--- config.mk ---
export PLATFORM = sky130hd
export DESIGN_NAME = irs_core
export DESIGN_NICKNAME = d
export VERILOG_FILES = /design/src/logic/irs_pkg.sv /design/src/logic/irs_par_if.sv /design/src/logic/irs_upload.sv /design/src/logic/irs_core.sv
export SDC_FILE = /design/constraint.sdc
export NUM_CORES = 1
export LEC_CHECK = 0
export BUFFER_PORTS_ARGS = -buffer_cell sky130_fd_sc_hd__clkbuf_2
export CAP_MARGIN = 20
export CORE_UTILIZATION = 35
export DETAILED_ROUTE_END_ITERATION = 8
export GPL_TIMING_DRIVEN = 0
export HOLD_SLACK_MARGIN = 0.06
export RECOVER_POWER = 25
export SLEW_MARGIN = 20
export SYNTH_ARGS = -nofsm -noshare
export SYNTH_HDL_FRONTEND = slang
export SYNTH_HIERARCHICAL = 1
export SYNTH_SLANG_ARGS = --single-unit
--- constraint.sdc ---
create_clock -name clk_i -period 5.03 [get_ports clk_i]
set_input_delay 1.2575 -clock clk_i [delete_from_list [all_inputs] [get_ports clk_i]]
set_output_delay 1.2575 -clock clk_i [all_outputs]
set_load 0.02 [all_outputs]
--- src/logic/irs_pkg.sv ---
// Shared constants, types and helpers of the image readout sequencer
package irs_pkg;
  localparam int CW = 12;
  localparam int PW = 10;
  localparam logic [7:0] A_CTRL = 8'h00;
  localparam logic [7:0] A_NPIX = 8'h04;
  localparam logic [7:0] A_NLINES = 8'h08;
  localparam logic [7:0] A_DELAY = 8'h0c;
  localparam logic [7:0] A_STATUS = 8'h10;
  localparam logic [3:0] U_CTRL = 4'h0;
  localparam logic [3:0] U_NPIX = 4'h1;
  localparam logic [3:0] U_NLINES = 4'h2;
  localparam logic [3:0] U_DELAY = 4'h3;
  localparam int CTRL_ONE_OUT = 0;
  localparam int CTRL_ADC_ONE = 1;
  localparam int CTRL_SWITCH = 2;
  localparam logic [2:0] CTRL_RST = 3'h0;
  localparam logic [CW-1:0] NPIX_RST = 12'h280;
  localparam logic [CW-1:0] NLINES_RST = 12'h1e0;
  localparam logic [7:0] DELAY_RST = 8'h00;
  localparam int UP_LEN = 16;
  localparam int UP_AW = 4;
  localparam int UP_DW = 12;
  localparam int SYS_CLK_MHZ = 10;
  localparam int BLANK_NS = 1000;
  localparam int BLANK_CYC = (BLANK_NS * SYS_CLK_MHZ + 999) / 1000;
  localparam logic [7:0] BLANK_LAST = 8'(BLANK_CYC - 1);
  localparam logic [7:0] MARK_LAST = 8'h01;
  localparam int LAT_TWO = 4;
  localparam int LAT_ONE = 5;
  localparam int DLY_TAPS = 13;

  typedef enum logic [2:0] {
    ST_IDLE = 3'b000,
    ST_WAIT = 3'b001,
    ST_SUSP = 3'b010,
    ST_BLANK = 3'b011,
    ST_READ = 3'b100,
    ST_EOL = 3'b101
  } irs_state_e;

  // Level filter: a change counts once second and third stages agree
  function automatic logic irs_filt_f(input logic [2:0] sh, input logic prev);
    return (sh[1] == sh[2]) ? sh[2] : prev;
  endfunction

  // Delay code to added system clock periods
  function automatic logic [3:0] irs_dly_f(input logic [3:0] c);
    return (c >= 4'h3) ? c - 4'h2 : 4'h0;
  endfunction

  // Delayed tap of a history line
  function automatic logic irs_tap_f(input logic [DLY_TAPS-1:0] h, input logic [3:0] d,
                                     input logic now);
    return (d == 4'h0) ? now : h[d - 4'h1];
  endfunction
endpackage

--- src/logic/irs_par_if.sv ---
// Internal parameter bus from the serial upload to the sequencer
`timescale 1ns/1ns
interface irs_par_if;
  logic wr;
  logic [irs_pkg::UP_AW-1:0] addr;
  logic [irs_pkg::UP_DW-1:0] data;
  modport src (output wr, output addr, output data);
  modport dst (input wr, input addr, input data);
endinterface

--- src/logic/irs_upload.sv ---
// Serial parameter upload with register clock latch
`timescale 1ns/1ns
module irs_upload (
  input wire logic clk_i,
  input wire logic rst_i,
  input wire logic upload_clk_i,
  input wire logic upload_data_i,
  input wire logic reg_clock_i,
  irs_par_if.src par
);
  import irs_pkg::*;

  typedef struct packed {
    logic [2:0] ck_sh;
    logic [2:0] dt_sh;
    logic [2:0] rc_sh;
    logic ck;
    logic dt;
    logic rc;
    logic [UP_LEN-1:0] shift;
    logic wr;
    logic [UP_AW-1:0] addr;
    logic [UP_DW-1:0] data;
  } irs_up_s;

  irs_up_s up_reg;
  irs_up_s up_next;

  always_comb begin
    up_next = up_reg;
    up_next.ck_sh = {up_reg.ck_sh[1:0], upload_clk_i};
    up_next.dt_sh = {up_reg.dt_sh[1:0], upload_data_i};
    up_next.rc_sh = {up_reg.rc_sh[1:0], reg_clock_i};
    up_next.ck = irs_filt_f(up_reg.ck_sh, up_reg.ck);
    up_next.dt = irs_filt_f(up_reg.dt_sh, up_reg.dt);
    up_next.rc = irs_filt_f(up_reg.rc_sh, up_reg.rc);
    up_next.wr = 1'b0;
    if (up_next.ck && !up_reg.ck) begin
      up_next.shift = {up_reg.shift[UP_LEN-2:0], up_reg.dt};
    end
    if (up_next.rc && !up_reg.rc) begin
      up_next.wr = 1'b1;
      up_next.addr = up_reg.shift[UP_LEN-1:UP_DW];
      up_next.data = up_reg.shift[UP_DW-1:0];
    end
  end

  always_ff @(posedge clk_i) begin
    if (rst_i) begin
      up_reg <= '0;
    end else begin
      up_reg <= up_next;
    end
  end

  assign par.wr = up_reg.wr;
  assign par.addr = up_reg.addr;
  assign par.data = up_reg.data;
endmodule

--- src/logic/irs_core.sv ---
// Image readout sequencer: frame/line timing, pixel and converter paths, Wishbone registers
// Behaviour
// - Line input held high suspends sequencing
// - Blanking samples signal, reset, then reads
// - Pixel window rises at column readout start
// - Window falls when pixel count reaches setting
// - End-of-line one cycle after window fall
// - End-of-frame after last line fully read
// - Markers may feed back with two-cycle delay
// - Two outputs: data valid four cycles later
// - One output: data valid five cycles later
// - Window and markers have programmable delay
// - Converters sample falling half-rate clock edge
// - Two converters: two-cycle pipeline each
// - Single converter: falling edge, two-cycle pipeline
// - Upload shifts on upload clock rise
// - Upload word 16 bits, address first, MSB first
// - Register clock rise copies word to register
// - Active-high reset clears sequencer state
//
// The implementer's own choices: the Wishbone register port and the register addresses.
`timescale 1ns/1ns
module irs_core (
  input wire logic clk_i,
  input wire logic rst_i,
  input wire logic line_adv_i,
  input wire logic frame_start_i,
  input wire logic upload_clk_i,
  input wire logic upload_data_i,
  input wire logic reg_clock_i,
  input wire logic [irs_pkg::PW-1:0] pix_a_i,
  input wire logic [irs_pkg::PW-1:0] pix_b_i,
  input wire logic [7:0] adr_i,
  input wire logic [31:0] dat_i,
  input wire logic [3:0] sel_i,
  input wire logic we_i,
  input wire logic cyc_i,
  input wire logic stb_i,
  output logic [31:0] dat_o,
  output logic ack_o,
  output logic pix_valid_o,
  output logic eol_o,
  output logic eof_o,
  output logic sample_sig_o,
  output logic sample_rst_o,
  output logic [irs_pkg::CW-1:0] col_addr_o,
  output logic [irs_pkg::PW-1:0] analog_output_a_o,
  output logic [irs_pkg::PW-1:0] analog_output_b_o,
  output logic out_valid_o,
  output logic adc_clk_o,
  output logic [irs_pkg::PW-1:0] adc_data_o
);
  import irs_pkg::*;

  typedef struct packed {
    logic [2:0] lc_sh;
    logic [2:0] fs_sh;
    logic lc;
    logic fs;
    irs_state_e st;
    logic [CW-1:0] pix_cnt;
    logic [CW-1:0] line_cnt;
    logic [7:0] bc;
    logic pv_raw;
    logic eol_raw;
    logic eof_raw;
    logic [DLY_TAPS-1:0] pv_h;
    logic [DLY_TAPS-1:0] eol_h;
    logic [DLY_TAPS-1:0] eof_h;
    logic pv_o;
    logic eol_o;
    logic eof_o;
    logic smp_sig;
    logic smp_rst;
    logic [2:0] ctrl;
    logic [CW-1:0] npix;
    logic [CW-1:0] nlines;
    logic [7:0] dly;
    logic ack;
    logic [31:0] rdat;
    logic [3:0][PW-1:0] pa;
    logic [3:0][PW-1:0] pb;
    logic [3:0] pvp;
    logic [PW-1:0] oa;
    logic [PW-1:0] ob;
    logic ov;
    logic adc_clk;
    logic [1:0][PW-1:0] c1;
    logic [1:0][PW-1:0] c2;
    logic [PW-1:0] adc_d;
  } irs_core_s;

  irs_core_s core_reg;
  irs_core_s core_next;
  irs_par_if par ();

  // Byte-lane merge for Wishbone writes
  function automatic logic [31:0] irs_merge_f(input logic [31:0] old, input logic [31:0] nw,
                                              input logic [3:0] sel);
    logic [31:0] r;
    r = old;
    for (int i = 0; i < 4; i++) begin
      if (sel[i]) begin
        r[i*8 +: 8] = nw[i*8 +: 8];
      end
    end
    return r;
  endfunction

  irs_upload u_upload (
    .clk_i(clk_i),
    .rst_i(rst_i),
    .upload_clk_i(upload_clk_i),
    .upload_data_i(upload_data_i),
    .reg_clock_i(reg_clock_i),
    .par(par.src)
  );

  always_comb begin
    logic [PW-1:0] ain;
    logic [3:0] dpv;
    logic [3:0] dmk;
    logic one;
    logic [31:0] wv;
    ain = '0;
    dpv = '0;
    dmk = '0;
    one = 1'b0;
    wv = '0;
    core_next = core_reg;
    core_next.lc_sh = {core_reg.lc_sh[1:0], line_adv_i};
    core_next.fs_sh = {core_reg.fs_sh[1:0], frame_start_i};
    core_next.lc = irs_filt_f(core_reg.lc_sh, core_reg.lc);
    core_next.fs = irs_filt_f(core_reg.fs_sh, core_reg.fs);
    core_next.smp_sig = 1'b0;
    core_next.smp_rst = 1'b0;
    case (core_reg.st)
      ST_IDLE, ST_WAIT: begin
        if (core_next.fs && !core_reg.fs) begin
          core_next.line_cnt = '0;
          core_next.st = ST_WAIT;
        end else if (core_reg.st == ST_WAIT && core_next.lc) begin
          core_next.st = ST_SUSP;
        end
      end
      ST_SUSP: begin
        if (!core_next.lc) begin
          core_next.st = ST_BLANK;
          core_next.bc = '0;
          core_next.pix_cnt = '0;
        end
      end
      ST_BLANK: begin
        if (!core_next.lc) begin
          core_next.bc = core_reg.bc + 8'h01;
          core_next.smp_sig = (core_reg.bc == 8'h00);
          core_next.smp_rst = (core_reg.bc == 8'h01);
          if (core_reg.bc == BLANK_LAST) begin
            core_next.st = ST_READ;
          end
        end
      end
      ST_READ: begin
        if (!core_next.lc) begin
          core_next.pix_cnt = core_reg.pix_cnt + 12'h001;
          if (core_next.pix_cnt >= core_reg.npix) begin
            core_next.st = ST_EOL;
            core_next.bc = '0;
            core_next.line_cnt = core_reg.line_cnt + 12'h001;
          end
        end
      end
      ST_EOL: begin
        core_next.bc = core_reg.bc + 8'h01;
        if (core_reg.bc == MARK_LAST) begin
          core_next.st = (core_reg.line_cnt >= core_reg.nlines) ? ST_IDLE : ST_WAIT;
        end
      end
      default: begin
        core_next.st = ST_IDLE;
      end
    endcase
    core_next.pv_raw = (core_next.st == ST_READ);
    core_next.eol_raw = (core_reg.st == ST_EOL);
    core_next.eof_raw = (core_reg.st == ST_EOL) && (core_reg.line_cnt >= core_reg.nlines);
    // Programmable delay of window and markers
    dpv = irs_dly_f(core_reg.dly[3:0]);
    dmk = irs_dly_f(core_reg.dly[7:4]);
    core_next.pv_h = {core_reg.pv_h[DLY_TAPS-2:0], core_next.pv_raw};
    core_next.eol_h = {core_reg.eol_h[DLY_TAPS-2:0], core_next.eol_raw};
    core_next.eof_h = {core_reg.eof_h[DLY_TAPS-2:0], core_next.eof_raw};
    core_next.pv_o = irs_tap_f(core_reg.pv_h, dpv, core_next.pv_raw);
    core_next.eol_o = irs_tap_f(core_reg.eol_h, dmk, core_next.eol_raw);
    core_next.eof_o = irs_tap_f(core_reg.eof_h, dmk, core_next.eof_raw);
    // Pixel output path
    one = core_reg.ctrl[CTRL_ONE_OUT];
    ain = (one && core_reg.pix_cnt[0]) ? pix_b_i : pix_a_i;
    core_next.pa = {core_reg.pa[2:0], ain};
    core_next.pb = {core_reg.pb[2:0], pix_b_i};
    core_next.pvp = {core_reg.pvp[2:0], core_reg.pv_raw};
    if (one) begin
      core_next.oa = core_reg.pa[LAT_ONE-2];
      core_next.ob = '0;
      core_next.ov = core_reg.pvp[LAT_ONE-2];
    end else begin
      core_next.oa = core_reg.pa[LAT_TWO-2];
      core_next.ob = core_reg.pb[LAT_TWO-2];
      core_next.ov = core_reg.pvp[LAT_TWO-2];
    end
    // Converters on half-rate clock, sample at its falling edge
    core_next.adc_clk = !core_reg.adc_clk;
    if (core_reg.adc_clk) begin
      core_next.c1 = {core_reg.c1[0], core_reg.oa};
      core_next.c2 = {core_reg.c2[0], core_reg.ob};
    end
    if (core_reg.ctrl[CTRL_ADC_ONE]) begin
      core_next.adc_d = core_reg.ctrl[CTRL_SWITCH] ? core_reg.c2[1] : core_reg.c1[1];
    end else begin
      core_next.adc_d = (core_reg.adc_clk ^ core_reg.ctrl[CTRL_SWITCH]) ?
                        core_reg.c2[1] : core_reg.c1[1];
    end
    // Serial upload writes
    if (par.wr) begin
      case (par.addr)
        U_CTRL: core_next.ctrl = par.data[2:0];
        U_NPIX: core_next.npix = par.data;
        U_NLINES: core_next.nlines = par.data;
        U_DELAY: core_next.dly = par.data[7:0];
        default: core_next.dly = core_reg.dly;
      endcase
    end
    // Wishbone classic slave
    core_next.ack = cyc_i && stb_i && !core_reg.ack;
    if (cyc_i && stb_i && !core_reg.ack) begin
      case (adr_i)
        A_CTRL: core_next.rdat = {29'h0, core_reg.ctrl};
        A_NPIX: core_next.rdat = {20'h0, core_reg.npix};
        A_NLINES: core_next.rdat = {20'h0, core_reg.nlines};
        A_DELAY: core_next.rdat = {24'h0, core_reg.dly};
        A_STATUS: core_next.rdat = {4'h0, core_reg.line_cnt, 13'h0, core_reg.st};
        default: core_next.rdat = 32'h0;
      endcase
    end
    if (cyc_i && stb_i && we_i && core_reg.ack) begin
      case (adr_i)
        A_CTRL: begin
          wv = irs_merge_f({29'h0, core_reg.ctrl}, dat_i, sel_i);
          core_next.ctrl = wv[2:0];
        end
        A_NPIX: begin
          wv = irs_merge_f({20'h0, core_reg.npix}, dat_i, sel_i);
          core_next.npix = wv[CW-1:0];
        end
        A_NLINES: begin
          wv = irs_merge_f({20'h0, core_reg.nlines}, dat_i, sel_i);
          core_next.nlines = wv[CW-1:0];
        end
        A_DELAY: begin
          wv = irs_merge_f({24'h0, core_reg.dly}, dat_i, sel_i);
          core_next.dly = wv[7:0];
        end
        default: wv = 32'h0;
      endcase
    end
  end

  always_ff @(posedge clk_i) begin
    if (rst_i) begin
      core_reg <= '0;
      core_reg.ctrl <= CTRL_RST;
      core_reg.npix <= NPIX_RST;
      core_reg.nlines <= NLINES_RST;
      core_reg.dly <= DELAY_RST;
    end else begin
      core_reg <= core_next;
    end
  end

  assign dat_o = core_reg.rdat;
  assign ack_o = core_reg.ack;
  assign pix_valid_o = core_reg.pv_o;
  assign eol_o = core_reg.eol_o;
  assign eof_o = core_reg.eof_o;
  assign sample_sig_o = core_reg.smp_sig;
  assign sample_rst_o = core_reg.smp_rst;
  assign col_addr_o = core_reg.pix_cnt;
  assign analog_output_a_o = core_reg.oa;
  assign analog_output_b_o = core_reg.ob;
  assign out_valid_o = core_reg.ov;
  assign adc_clk_o = core_reg.adc_clk;
  assign adc_data_o = core_reg.adc_d;
endmodule

Word-level counts from Yosys, hierarchy flattened
Index checks and enable logic that the tools add are counted.
{ "totals": {"elab_cells": 180, "input_bits": 74, "register_bits": 347, "output_inout_bits": 82} }
{ "op_classes": {"eq_ne": 31, "reduce_logical": 30, "n_lt_le_gt_ge": 6, "add_sub_neg": 7, "bitwise_logic": 2, "n_mux": 52} }
{ "ops": {"columns": ["cell", "count"], "rows": [
  ["28-bit one-hot mux with 5 select lines", 1],
  ["35-bit two-way mux", 3],
  ["12-bit two-way mux", 5],
  ["12-bit one-hot mux with 2 select lines", 2],
  ["10-bit two-way mux", 4],
  ["8-bit two-way mux", 5],
  ["8-bit one-hot mux with 4 select lines", 1],
  ["3-bit two-way mux", 9],
  ["12-bit by 1-bit adder with 12-bit output (second input constant)", 2],
  ["8-bit by 4-bit equality test with 1-bit output (second input constant)", 3],
  ["12-bit >= comparator", 2],
  ["21-bit two-way mux", 1],
  ["20-bit two-way mux", 1],
  ["3-bit != test (second input constant)", 6],
  ["17-bit two-way mux", 1],
  ["8-bit logical NOT", 2],
  ["15-bit two-way mux", 1],
  ["3-bit one-hot mux with 5 select lines", 1],
  ["1-bit binary-select mux with 4-bit select", 3],
  ["4-bit logical NOT", 3],
  ["4-bit two-way mux", 3],
  ["1-bit two-way mux", 11],
  ["1-bit logical AND", 10],
  ["4-bit by 5-bit less-than comparator with 1-bit output (second input constant)", 2],
  ["other kinds (25)", 46]
]} }

Longest topological paths before layout
Gate-level depths: netlist of the first run.
{ "depth": {"depth_word": 8, "mapped_depth": 14} }

Cells and area by module
Netlist of the first run, hierarchy kept.
{ "by_module_without_submodules": {"columns": ["module", "seq_area_each_um2", "cells_each", "area_per_inst_um2", "n_inst"], "rows": [
  ["irs_core", 5785.5, 1396, 12653.4, 1],
  ["irs_upload", 900.9, 157, 1751.7, 1]
]} }

Worst setup path before layout of the first run
Ideal clock, no wire load.
{ "synth_timing": {"path_kind": "register -> register", "from": "register core_reg (netlist bit col_addr_o[0])", "to": "register core_reg[272] in the netlist's numbering", "arrival_ns": 3.038, "required_ns": 4.874, "path_slack_ns": 1.836, "stages_incl_launch_ff": 15, "setup_time_ns": 0.156, "path_buffers": 2, "path_cell_list": "dfxtp_1 -> nand3_1 -> nor3_1 -> and3_1 -> clkbuf_1 -> nand3_1 -> xnor2_1 -> ha_1 -> a21oi_1 -> o21ai_0 -> nor2b_1 -> a211oi_1 -> clkbuf_1 -> nand3b_1 -> a21oi_1"} }
{ "synth_between": {"elab_chain_len": 4} }
{ "synth_rtl": {"columns": ["item", "line", "text"], "rows": [
  ["start, declared", "irs_core.sv:93", "irs_core_s core_reg;"],
  ["start signal, assigned", "irs_core.sv:275", "core_reg <= core_next;"],
  ["12-bit by 1-bit adder with 12-bit output", "irs_core.sv:165", "core_next.pix_cnt = core_reg.pix_cnt + 12'h001;"],
  ["12-bit >= comparator", "irs_core.sv:166", "if (core_next.pix_cnt >= core_reg.npix) begin"],
  ["2-bit != test (no line)", null, null],
  ["5-bit AND reduction (no line)", null, null]
]} }
Every way passes these cells.
A chain may end at the register's enable or synchronous reset.

Worst setup path in the final report of the first run
Ends and elaborated chain as after synthesis.

==> results.cfg, run 1 <==
[outcome]
status = completed

[clock_network]
h-tree-depth = 2
postCtsSetupBuffers = 0
clkSinkCount = 334
cts_tree = done
cts_buffer_depth = 3
hold_buffers = 0
clkTransAtPathRegs_ns = 0.06
root_buffer = clkbuf_16
worstSkewPairLatency_ns = 0.54
cts_made_buffers = 36
cts_resized = 0

[route]
ant_nets = 0
post-route-drc-count = 0
wl_per_cell_um = 16.1
first_pass_iters = 7
drtIter0Drc = 724
viasPerCell = 4.89
routed_wl_mm = 36.5
num_vias = 11100

[sta]
rsz0062_at_grt = no
setup_tns_ns = 0
finalHoldViolCount = 0
fin_skew_ns = 0.0148
tightest_slew_ns = 0.989
clock.fmax_ghz = 0.232
fin_crit_sh_pct = 85.6
relSlewSlack_pct = 33.2
maxSlewViolCount = 0
setup_violations = 0
fin_crit_ns = 4.31

[worst_setup_path]
critPathArrivalTime_ns = 4.68
crit_type = reg2reg
critical_path.top_delay_family = simple AND/OR/NAND/NOR gates
r2r-start = col_addr_o[0]
slowest_stage = a211oi_1
r2r_end = core_reg[272]
cp.depth = 14
cp-endpoint = core_reg[272]
startpoint = col_addr_o[0]
path_max_fanout = 10
r2r_slack_ns = 0.72
r2r_cells = 14
cp_data_required_time_ns = 5.41
endpoint_kind = flop
cp_num_buf_inv = 2
cp_cell_sequence = nand3_1 > nor3_1 > and3_1 > clkbuf_1 > nand3_1 > xnor2_1 > ha_1 > a21oi_1 > o21ai_0 > nor2b_1 > a211oi_1 > clkbuf_1 > nand3b_1 > a21oi_1
start_kind = flop
slowest_delay_ns = 0.80

[finish]
area_delta_synth_final_pct = 17.7
largest_reg_flops = 115
insertedDiodeCount = 0
drive_above_1_share_pct = 18.2
fin_cells = 2272
layout.nets = 1833

[power_and_ir_drop]
vdd_drop_max_uv = 256
p_per_area_nw_per_um2 = 333
leakage_uw = 0.00687

[die]
die_area_um2 = 42000
rows = 73
boundaryPins = 156
die-width_um = 205
die_y_um = 205
start_util_pct = 35.8
coreArea_um2 = 40200

[synth]
async_flop_share_pct = 0
avgSynthCellArea_um2 = 9.28
yosys.area.top_type = dfxtp_1
syn_area_um2 = 14400
yosysWarnings = 6
seq_area_frac_synth_pct = 46.4
yosys-top-cells-area = dfxtp_1, mux2i_1, nor2b_1
synth-edff-count = 0
postSynthRegisterBits = 334
netlist_instances = 1553
post_synth_num_cell_types = 81
synth_top_cell_area_share_pct = 46.4
ys.flop_type = dfxtp_1

[placement]
io_buffers = 124
dp_cells = 2209
dp_hpwl_mm = 28.0
gp_congestion = 0.924

[global_route]
grt_max_degree = 14
grtUsageMet1_pct = 22.8
gr-total-overflow = 0
grt_usage_pct = 17.4
grt_pass1_wl_mm = 57.4
antenna_found_initial = 1
grt_busiest_layer = met2
gr-usage-met2_pct = 28.0
grtUsageMet3_pct = 3.63
grt_pass1_vias = 10600

[job]
maxCapViolCount = 0

[min_path]
hold_path_class = reg2reg
-- report_power, final --
part           switching, uW  leakage (uW)  total (uW)  internal, uW
Clock                   1070      0.000603        2740          1680
Sequential              12.0       0.00270        2690          2680
Combinational            136       0.00356         214          77.8
-- per-layer routing --
| metal | wire, um | share of wire [%] | vias up |
|---|---|---|---|
| li1 | - | - | 5595 |
| met4 | 1040 | 2.9 | 2 |
| met5 | 13 | 0.036 | - |
| met3 | 2110 | 5.8 | 67 |
| met2 | 16500 | 45 | 290 |
| met1 | 16800 | 46 | 5155 |
-- cell usage in the layout, fill, tap and decap left out, drive strengths merged, types with 37 or more instances in the layout --
master,Yosys,final
o21ai,54,54
inv,42,44
nor2b,124,124
mux2i,103,103
clkbuf,68,241
a21oi,104,104
dfxtp,334,334
nand2b,42,42
buf,108,108
ha,37,37
nand2,120,120
nor2,136,136
-- synth_stat cells (all sizes together) (13+ instances only) --
cell type  number
a31oi          17
and2           24
dfxtp         334
a21oi         104
o21ai          54
ha             37
a22oi          25
buf           108
mux2i         103
or3            14
nor2          136
nand3          27
inv            42
o311ai         13
nand2         120
nor2b         124
nand2b         42
nor3           25
clkbuf         68
-- worst min path at each step --
| stage | startpoint | endpoint | slack [ns] | cells after the start |
|---|---|---|---|---|
| floorplan | core_next[106] | analog_output_b_o[0] | 0.41 | 1 |
| finish | core_next[108] | analog_output_b_o[2] | 0.42 | 1 |
| detailed placement | core_next[109] | analog_output_b_o[3] | 0.42 | 1 |
| global route | core_next[108] | analog_output_b_o[2] | 0.44 | 1 |
| CTS | core_next[108] | analog_output_b_o[2] | 0.42 | 1 |
| global placement | core_next[109] | analog_output_b_o[3] | 0.42 | 1 |
-- cell families after synthesis --
group / count (synthesis) / synth area share (%)
AOI/OAI and AO/OA: 267 / 11.7
adders and majority gates: 38 / 3.29
buffers and inverters: 218 / 8.43
DFF: 334 / 46.4
and+or+nand+nor: 564 / 20.3
muxes: 119 / 9.03
other: 1 / 0.0260
xor gates and xnor gates: 12 / 0.782
-- worst register-to-register path, delay by kind of cell (launching register included) --
kind                       cells  cell delay [ns]
adders and majority gates      1             0.29
and+or+nand+nor                6             1.34
buffers and inverters          2             0.57
AOI/OAI and AO/OA              4             1.17
DFF                            1             0.59
xor gates and xnor gates       1             0.20
-- layout make-up --
type	count	area (um2)
fill	3972	23200
sequential	334	6690
multi-input combinational	1008	6540
buffer	176	1060
clock buffer	49	1010
tap	525	657
timing repair buffer	124	618
clock inverter	14	230
inverter	42	158
-- metrics by stage --
step	cell area, um2	hold slack (ns)	power [uW]	utilization, %	setup WS [ns]
2_1_floorplan	14400	0.406	2880	-	1.84
3_3_place_gp	15700	0.416	2960	39.1	0.865
3_5_place_dp	15700	0.416	2960	39.1	0.779
4_1_cts	16900	0.424	5710	42.2	0.759
5_1_grt	17000	0.438	5850	42.2	0.348
6_report	17000	0.423	5650	42.2	0.723
Note: power is estimated with default switching activity, not from simulation.
==> inputs of run 2 (changes only) <==
--- a/config.mk
+++ b/config.mk
@@ -7,7 +7,7 @@
 export LEC_CHECK = 0
 export BUFFER_PORTS_ARGS = -buffer_cell sky130_fd_sc_hd__clkbuf_2
 export CAP_MARGIN = 20
-export CORE_UTILIZATION = 35
+export CORE_UTILIZATION = 38
 export DETAILED_ROUTE_END_ITERATION = 8
 export GPL_TIMING_DRIVEN = 0
 export HOLD_SLACK_MARGIN = 0.06
==> constraint.sdc (replaced) <==
create_clock -name clk_i -period 3.8 [get_ports clk_i]
set_input_delay 0.95 -clock clk_i [delete_from_list [all_inputs] [get_ports clk_i]]
set_output_delay 0.95 -clock clk_i [all_outputs]
set_load 0.02 [all_outputs]
==> run 2 against run 1 <==
Against the previous run: critical path depth fell by 3; via count fell by 0.59%; non-clock buffer count rose by 1; cell area rose by 0.21%; highest routed layer unchanged; sequential power rose by 32%; largest power group unchanged; fmax rose by 20%; critical endpoint is now core_reg[278].
==> results.cfg, run 2 (synthesized netlist as in run 1, its figures left out) <==
[outcome]
status = completed

[die]
boundaryPins = 156
die-width_um = 197
rows = 70
start_util_pct = 39.0
coreArea_um2 = 37000
die_area_um2 = 38700
die_y_um = 197

[route]
first_pass_iters = 7
drtIter0Drc = 772
routed_wl_mm = 36.0
post-route-drc-count = 0
wl_per_cell_um = 16.0
num_vias = 11000
viasPerCell = 4.90
ant_nets = 0

[sta]
fin_crit_sh_pct = 94.3
layout_setup_ws_ns = 0.215
finalHoldViolCount = 0
rsz0062_at_grt = no
tightest_slew_ns = 1.00
relSlewSlack_pct = 32.5
holdWs_ns = 0.423
setup_violations = 0
fin_skew_ns = 0.0181
clock.fmax_ghz = 0.279
setup_tns_ns = 0
maxSlewViolCount = 0
fin_crit_ns = 3.59

[worst_setup_path]
critPathArrivalTime_ns = 3.95
cp_data_required_time_ns = 4.17
path_max_fanout = 9
crit_type = reg2reg
slowest_delay_ns = 0.73
endpoint_kind = flop
slowest_stage = o311ai_2
cp_cell_sequence = ha_1 > nand3_1 > nor2_1 > xor2_1 > ha_1 > nand2_1 > or3_1 > o221ai_2 > a21oi_1 > o311ai_2 > a21oi_1
start_kind = flop

[global_route]
grt_pass1_wl_mm = 56.0
grt_pass1_vias = 10200
antenna_found_initial = 1
grt_usage_pct = 18.4
grt_max_degree = 15
gr-total-overflow = 0

[clock_network]
root_buffer = clkbuf_16
clkTransAtPathRegs_ns = 0.06
clkSinkCount = 334
h-tree-depth = 2
worstSkewPairLatency_ns = 0.52
cts_made_buffers = 36
cts_tree = done
cts_buffer_depth = 3

[finish]
final_core_util_pct = 46.0
insertedDiodeCount = 0
drive_above_1_share_pct = 18.7
layout.nets = 1834
area_delta_synth_final_pct = 17.9
mostFrequentLayoutCell = dfxtp_1
finalInstanceArea_um2 = 17000
final_cell_mix = dfxtp_1, nor2_1, clkbuf_2, nor2b_1, nand2_1
largest_reg_flops = 115

[job]
maxCapViolCount = 0

[min_path]
hold_path_class = reg2reg

[power_and_ir_drop]
leakage_uw = 0.00693
power.internal_uw = 5880
p_seq_share_pct = 47.4
combPwrFrac_pct = 3.8
switching_power_uw = 1630
switching_share_pct = 21.7
clkPwrFrac_pct = 48.8
p_per_area_nw_per_um2 = 442
vdd_drop_max_uv = 348

[placement]
io_buffers = 124
dpl-instance-area_um2 = 15700
dpl_worst_slack_ns = -0.393
gp_congestion = 0.933
dp_hpwl_mm = 26.9
-- run 2: cell count changes in the layout (fill, tap and decap cells not counted), moves of 2 or more --
cell,delta
clkbuf_1,-3
clkbuf_2,+3
clkinv_4,+2
clkinvlp_4,-2
nor3_1,-2
nor3_4,+2
-- run 2: timing repair --
item	CTS	global route
endpoints found under the hold margin	0	0
gates cloned	0	0
gates resized for setup	6	7
hold buffers	0	0
setup endpoints to repair	18	21
setup buffers	0	1
-- run 2: through the flow --
step                      total power [uW]  std cells
after global routing                  7740       2252
after CTS                             7580       2251
after detailed placement              3920       2188
after global placement                3920       2188
after floorplan                       3810       1560
final                                 7510       2252
-- run 2: worst max-delay path: cells and delay by family (launching register included) --
| kind | cells | cell delay, ns |
|---|---|---|
| compound gates | 4 | 1.39 |
| xor+xnor | 1 | 0.11 |
| fa+ha+maj | 2 | 0.54 |
| flops | 1 | 0.47 |
| simple gates | 4 | 0.90 |
-- run 2: cell type report --
type	count	area, um2
Tap cell	504	631
Fill cell	3650	20000
Sequential cell	334	6690
Buffer	176	1060
Clock inverter	13	213
Clock buffer	50	1020
Inverter	42	158
Multi-Input combinational cell	1008	6590
Timing Repair Buffer	125	627
-- run 2: per-layer routing --
metal | track usage, % | share of wire (%) | wire length (um)
met2 | 28.7 | 44 | 15700
met4 | 5.63 | 2.4 | 862
met1 | 26.1 | 48 | 17300
met3 | 2.69 | 5.8 | 2080
met5 | 0 | 0.036 | 13
-- run 2: worst paths after layout --
path                        startpoint              endpoint  slack (ns)  cells past startpoint
setup / recovery         col_addr_o[0]         core_reg[278]        0.21                     11
hold / removal    u_upload/up_next[43]  u_upload/up_next[44]        0.42                      1
setup reg to reg         col_addr_o[0]         core_reg[278]        0.21                     11
hold reg to reg   u_upload/up_next[43]  u_upload/up_next[44]        0.42                      1
-- run 2: power groups by stage --
stage,combinational [uW],clock [uW],sequential [uW]
finish,284,3660,3560
global placement,283,0,3640
floorplan,178,0,3630
CTS,286,3730,3560
detailed placement,285,0,3640
global route,308,3870,3560
==> inputs of run 3 (changes only) <==
--- a/config.mk
+++ b/config.mk
@@ -5,11 +5,11 @@
 export SDC_FILE = /design/constraint.sdc
 export NUM_CORES = 1
 export LEC_CHECK = 0
-export BUFFER_PORTS_ARGS = -buffer_cell sky130_fd_sc_hd__clkbuf_2
+export BUFFER_PORTS_ARGS = -buffer_cell sky130_fd_sc_hd__buf_2
 export CAP_MARGIN = 20
 export CORE_UTILIZATION = 38
 export DETAILED_ROUTE_END_ITERATION = 8
-export GPL_TIMING_DRIVEN = 0
+export GPL_TIMING_DRIVEN = 1
 export HOLD_SLACK_MARGIN = 0.06
 export RECOVER_POWER = 25
 export SLEW_MARGIN = 20
==> run 3 against run 2 <==
Against the previous run: the flow now finishes with violations (capacitance limit, slew limit); flip-flop and latch count unchanged; critical path depth increased by 2; hold slack got worse by 0.0023 ns; clock power increased by 3%; largest cell class unchanged.
==> results.cfg, run 3 (synthesized netlist as in run 1, its figures left out) <==
[clock_network]
root_buffer = clkbuf_16
postCtsSetupBuffers = 0
cts_tree = done
clkTransAtPathRegs_ns = 0.07
cts_buffer_depth = 3
h-tree-depth = 2
clkSinkCount = 334
cts_made_buffers = 37
worstSkewPairLatency_ns = 0.53

[sta]
clock.fmax_ghz = 0.296
finalHoldViolCount = 0
fin_crit_sh_pct = 88.9
relSlewSlack_pct = -61.9
setup_violations = 0
tightest_slew_ns = 2.43
fin_skew_ns = 0.0181
maxSlewViolCount = 167
holdWs_ns = 0.421
fin_crit_ns = 3.38
setup_tns_ns = 0
rsz0062_at_grt = no

[finish]
area_delta_synth_final_pct = 11.7
drive_above_1_share_pct = 15.0
layout.nets = 1679
nFillCells = 3642
finalInstanceArea_um2 = 16100
largest_reg_flops = 115
final_cell_mix = dfxtp_1, nor2_1, nor2b_1, buf_2, nand2_1
mostFrequentLayoutCell = dfxtp_1

[power_and_ir_drop]
switching_share_pct = 20.9
switching_power_uw = 1590
power.internal_uw = 5990
clkPwrFrac_pct = 49.8
power_uw = 7580
combPwrFrac_pct = 3.1
p_seq_share_pct = 47.0
p_per_area_nw_per_um2 = 471
vdd_drop_max_uv = 257
leakage_uw = 0.00642

[global_route]
antenna_found_initial = 6
grt_pass1_vias = 9657
grt_usage_pct = 16.6
grt_pass1_wl_mm = 51.6
grt_max_degree = 130
gr-total-overflow = 0

[outcome]
status = finished, violations left
violations = capacitance limit, slew limit

[die]
die_area_um2 = 38700
die_y_um = 197
start_util_pct = 39.0
die-width_um = 197
coreArea_um2 = 37000
boundaryPins = 156
rows = 70

[route]
viasPerCell = 4.92
first_pass_iters = 5
met2RoutedLength_mm = 13.7
num_vias = 10300
wl_per_cell_um = 15.3
ant_nets = 0
wl_met1_mm = 15.8
wl_met3_mm = 1.79
drtIter0Drc = 665
dr.max_layer_used = met5
post-route-drc-count = 0
routed_wl_mm = 32.1

[worst_setup_path]
start_kind = flop
r2r_end = core_reg[288]
path_max_fanout = 18
slowest_stage = or4_1
r2r_cells = 13
r2r-start = col_addr_o[1]
cp_cell_sequence = ha_1 > nand3_1 > nor3_1 > nand3_1 > xnor2_1 > ha_1 > nand2_1 > o21ai_0 > and2_1 > a221oi_2 > buf_4 > or4_1 > a21oi_1
crit_type = reg2reg
endpoint_kind = flop
critPathArrivalTime_ns = 3.83
cp_data_required_time_ns = 4.25
r2r_slack_ns = 0.42
slowest_delay_ns = 0.47

[min_path]
min-delay-start = core_next[112]
whs_endpoint = analog_output_b_o[6]
hold_path_class = reg2reg
min_path_cells = 1

[placement]
dp_hpwl_mm = 22.8
io_buffers = 125
gp_congestion = 0.861
dpl-instance-area_um2 = 14800

[job]
maxCapViolCount = 2
[run 3: changes by cell type in the layout (fill, tap and decap cells not counted), moves of 4 or more]
cell	previous run	this run
clkinvlp_4	0	4
buf_6	4	0
clkbuf_1	74	10
buf_4	92	17
buf_1	6	0
buf_2	6	124
clkbuf_2	125	1
[run 3: final cells by class]
type	count	area, um2	area share [%]
Inverter	42	158	0.980
Tap cell	504	631	3.92
Antenna cell	1	2.50	0.0155
Multi-Input combinational cell	1008	6530	40.6
Clock inverter	13	208	1.29
Timing Repair Buffer	145	774	4.81
Clock buffer	54	1100	6.85
Sequential cell	334	6690	41.5
[run 3: how the worst max path moves through the flow]
stage                    end          start  depth (start not counted)  slack [ns]
6_report       core_reg[288]  col_addr_o[1]                         13        0.42
5_1_grt        core_reg[288]  col_addr_o[1]                         13        0.18
4_1_cts        core_reg[276]  col_addr_o[1]                         13        0.34
3_5_place_dp   core_reg[272]  col_addr_o[1]                         13        0.39
3_3_place_gp   core_reg[272]  col_addr_o[4]                         13        0.48
2_1_floorplan  core_reg[272]  col_addr_o[0]                         14        0.61
[run 3: worst max-delay path, delay by kind of cell, from the launching register on]
| family | cells | cell delay [ns] |
|---|---|---|
| XOR/XNOR | 1 | 0.16 |
| buffers and inverters | 1 | 0.21 |
| flip-flops | 1 | 0.41 |
| AND/OR/NAND/NOR | 6 | 1.53 |
| AO/OA/AOI/OAI | 3 | 0.44 |
| adder cells (fa/ha/maj) | 2 | 0.55 |
[run 3: routing by layer]
metal | vias to the layer above | global-route usage (%)
li1 | 5280 | -
met1 | 4796 | 23.6
met2 | 216 | 24.7
met3 | 47 | 3.10
met4 | 6 | 6.20
met5 | - | 0
[run 3: per-stage QoR]
stage	setup WS, ns	cells	util (%)
global route	0.180	2101	43.5
finish	0.421	2101	43.5
floorplan	0.606	1560	-
CTS	0.343	2100	43.6
detailed placement	0.387	2033	40.1
global placement	0.481	2033	40.1
[run 3: timing repair]
item / CTS / global route
hold buffers: 0 / 0
setup endpoints to repair: 0 / 6
resized for setup: 0 / 1
[run 3: power groups by stage]
stage               Combinational [uW]  Clock [uW]  Sequential, uW
floorplan                          178           0            3630
global placement                   240           0            3640
detailed placement                 242           0            3640
CTS                                242        3880            3560
global route                       260        4010            3570
finish                             238        3780            3560
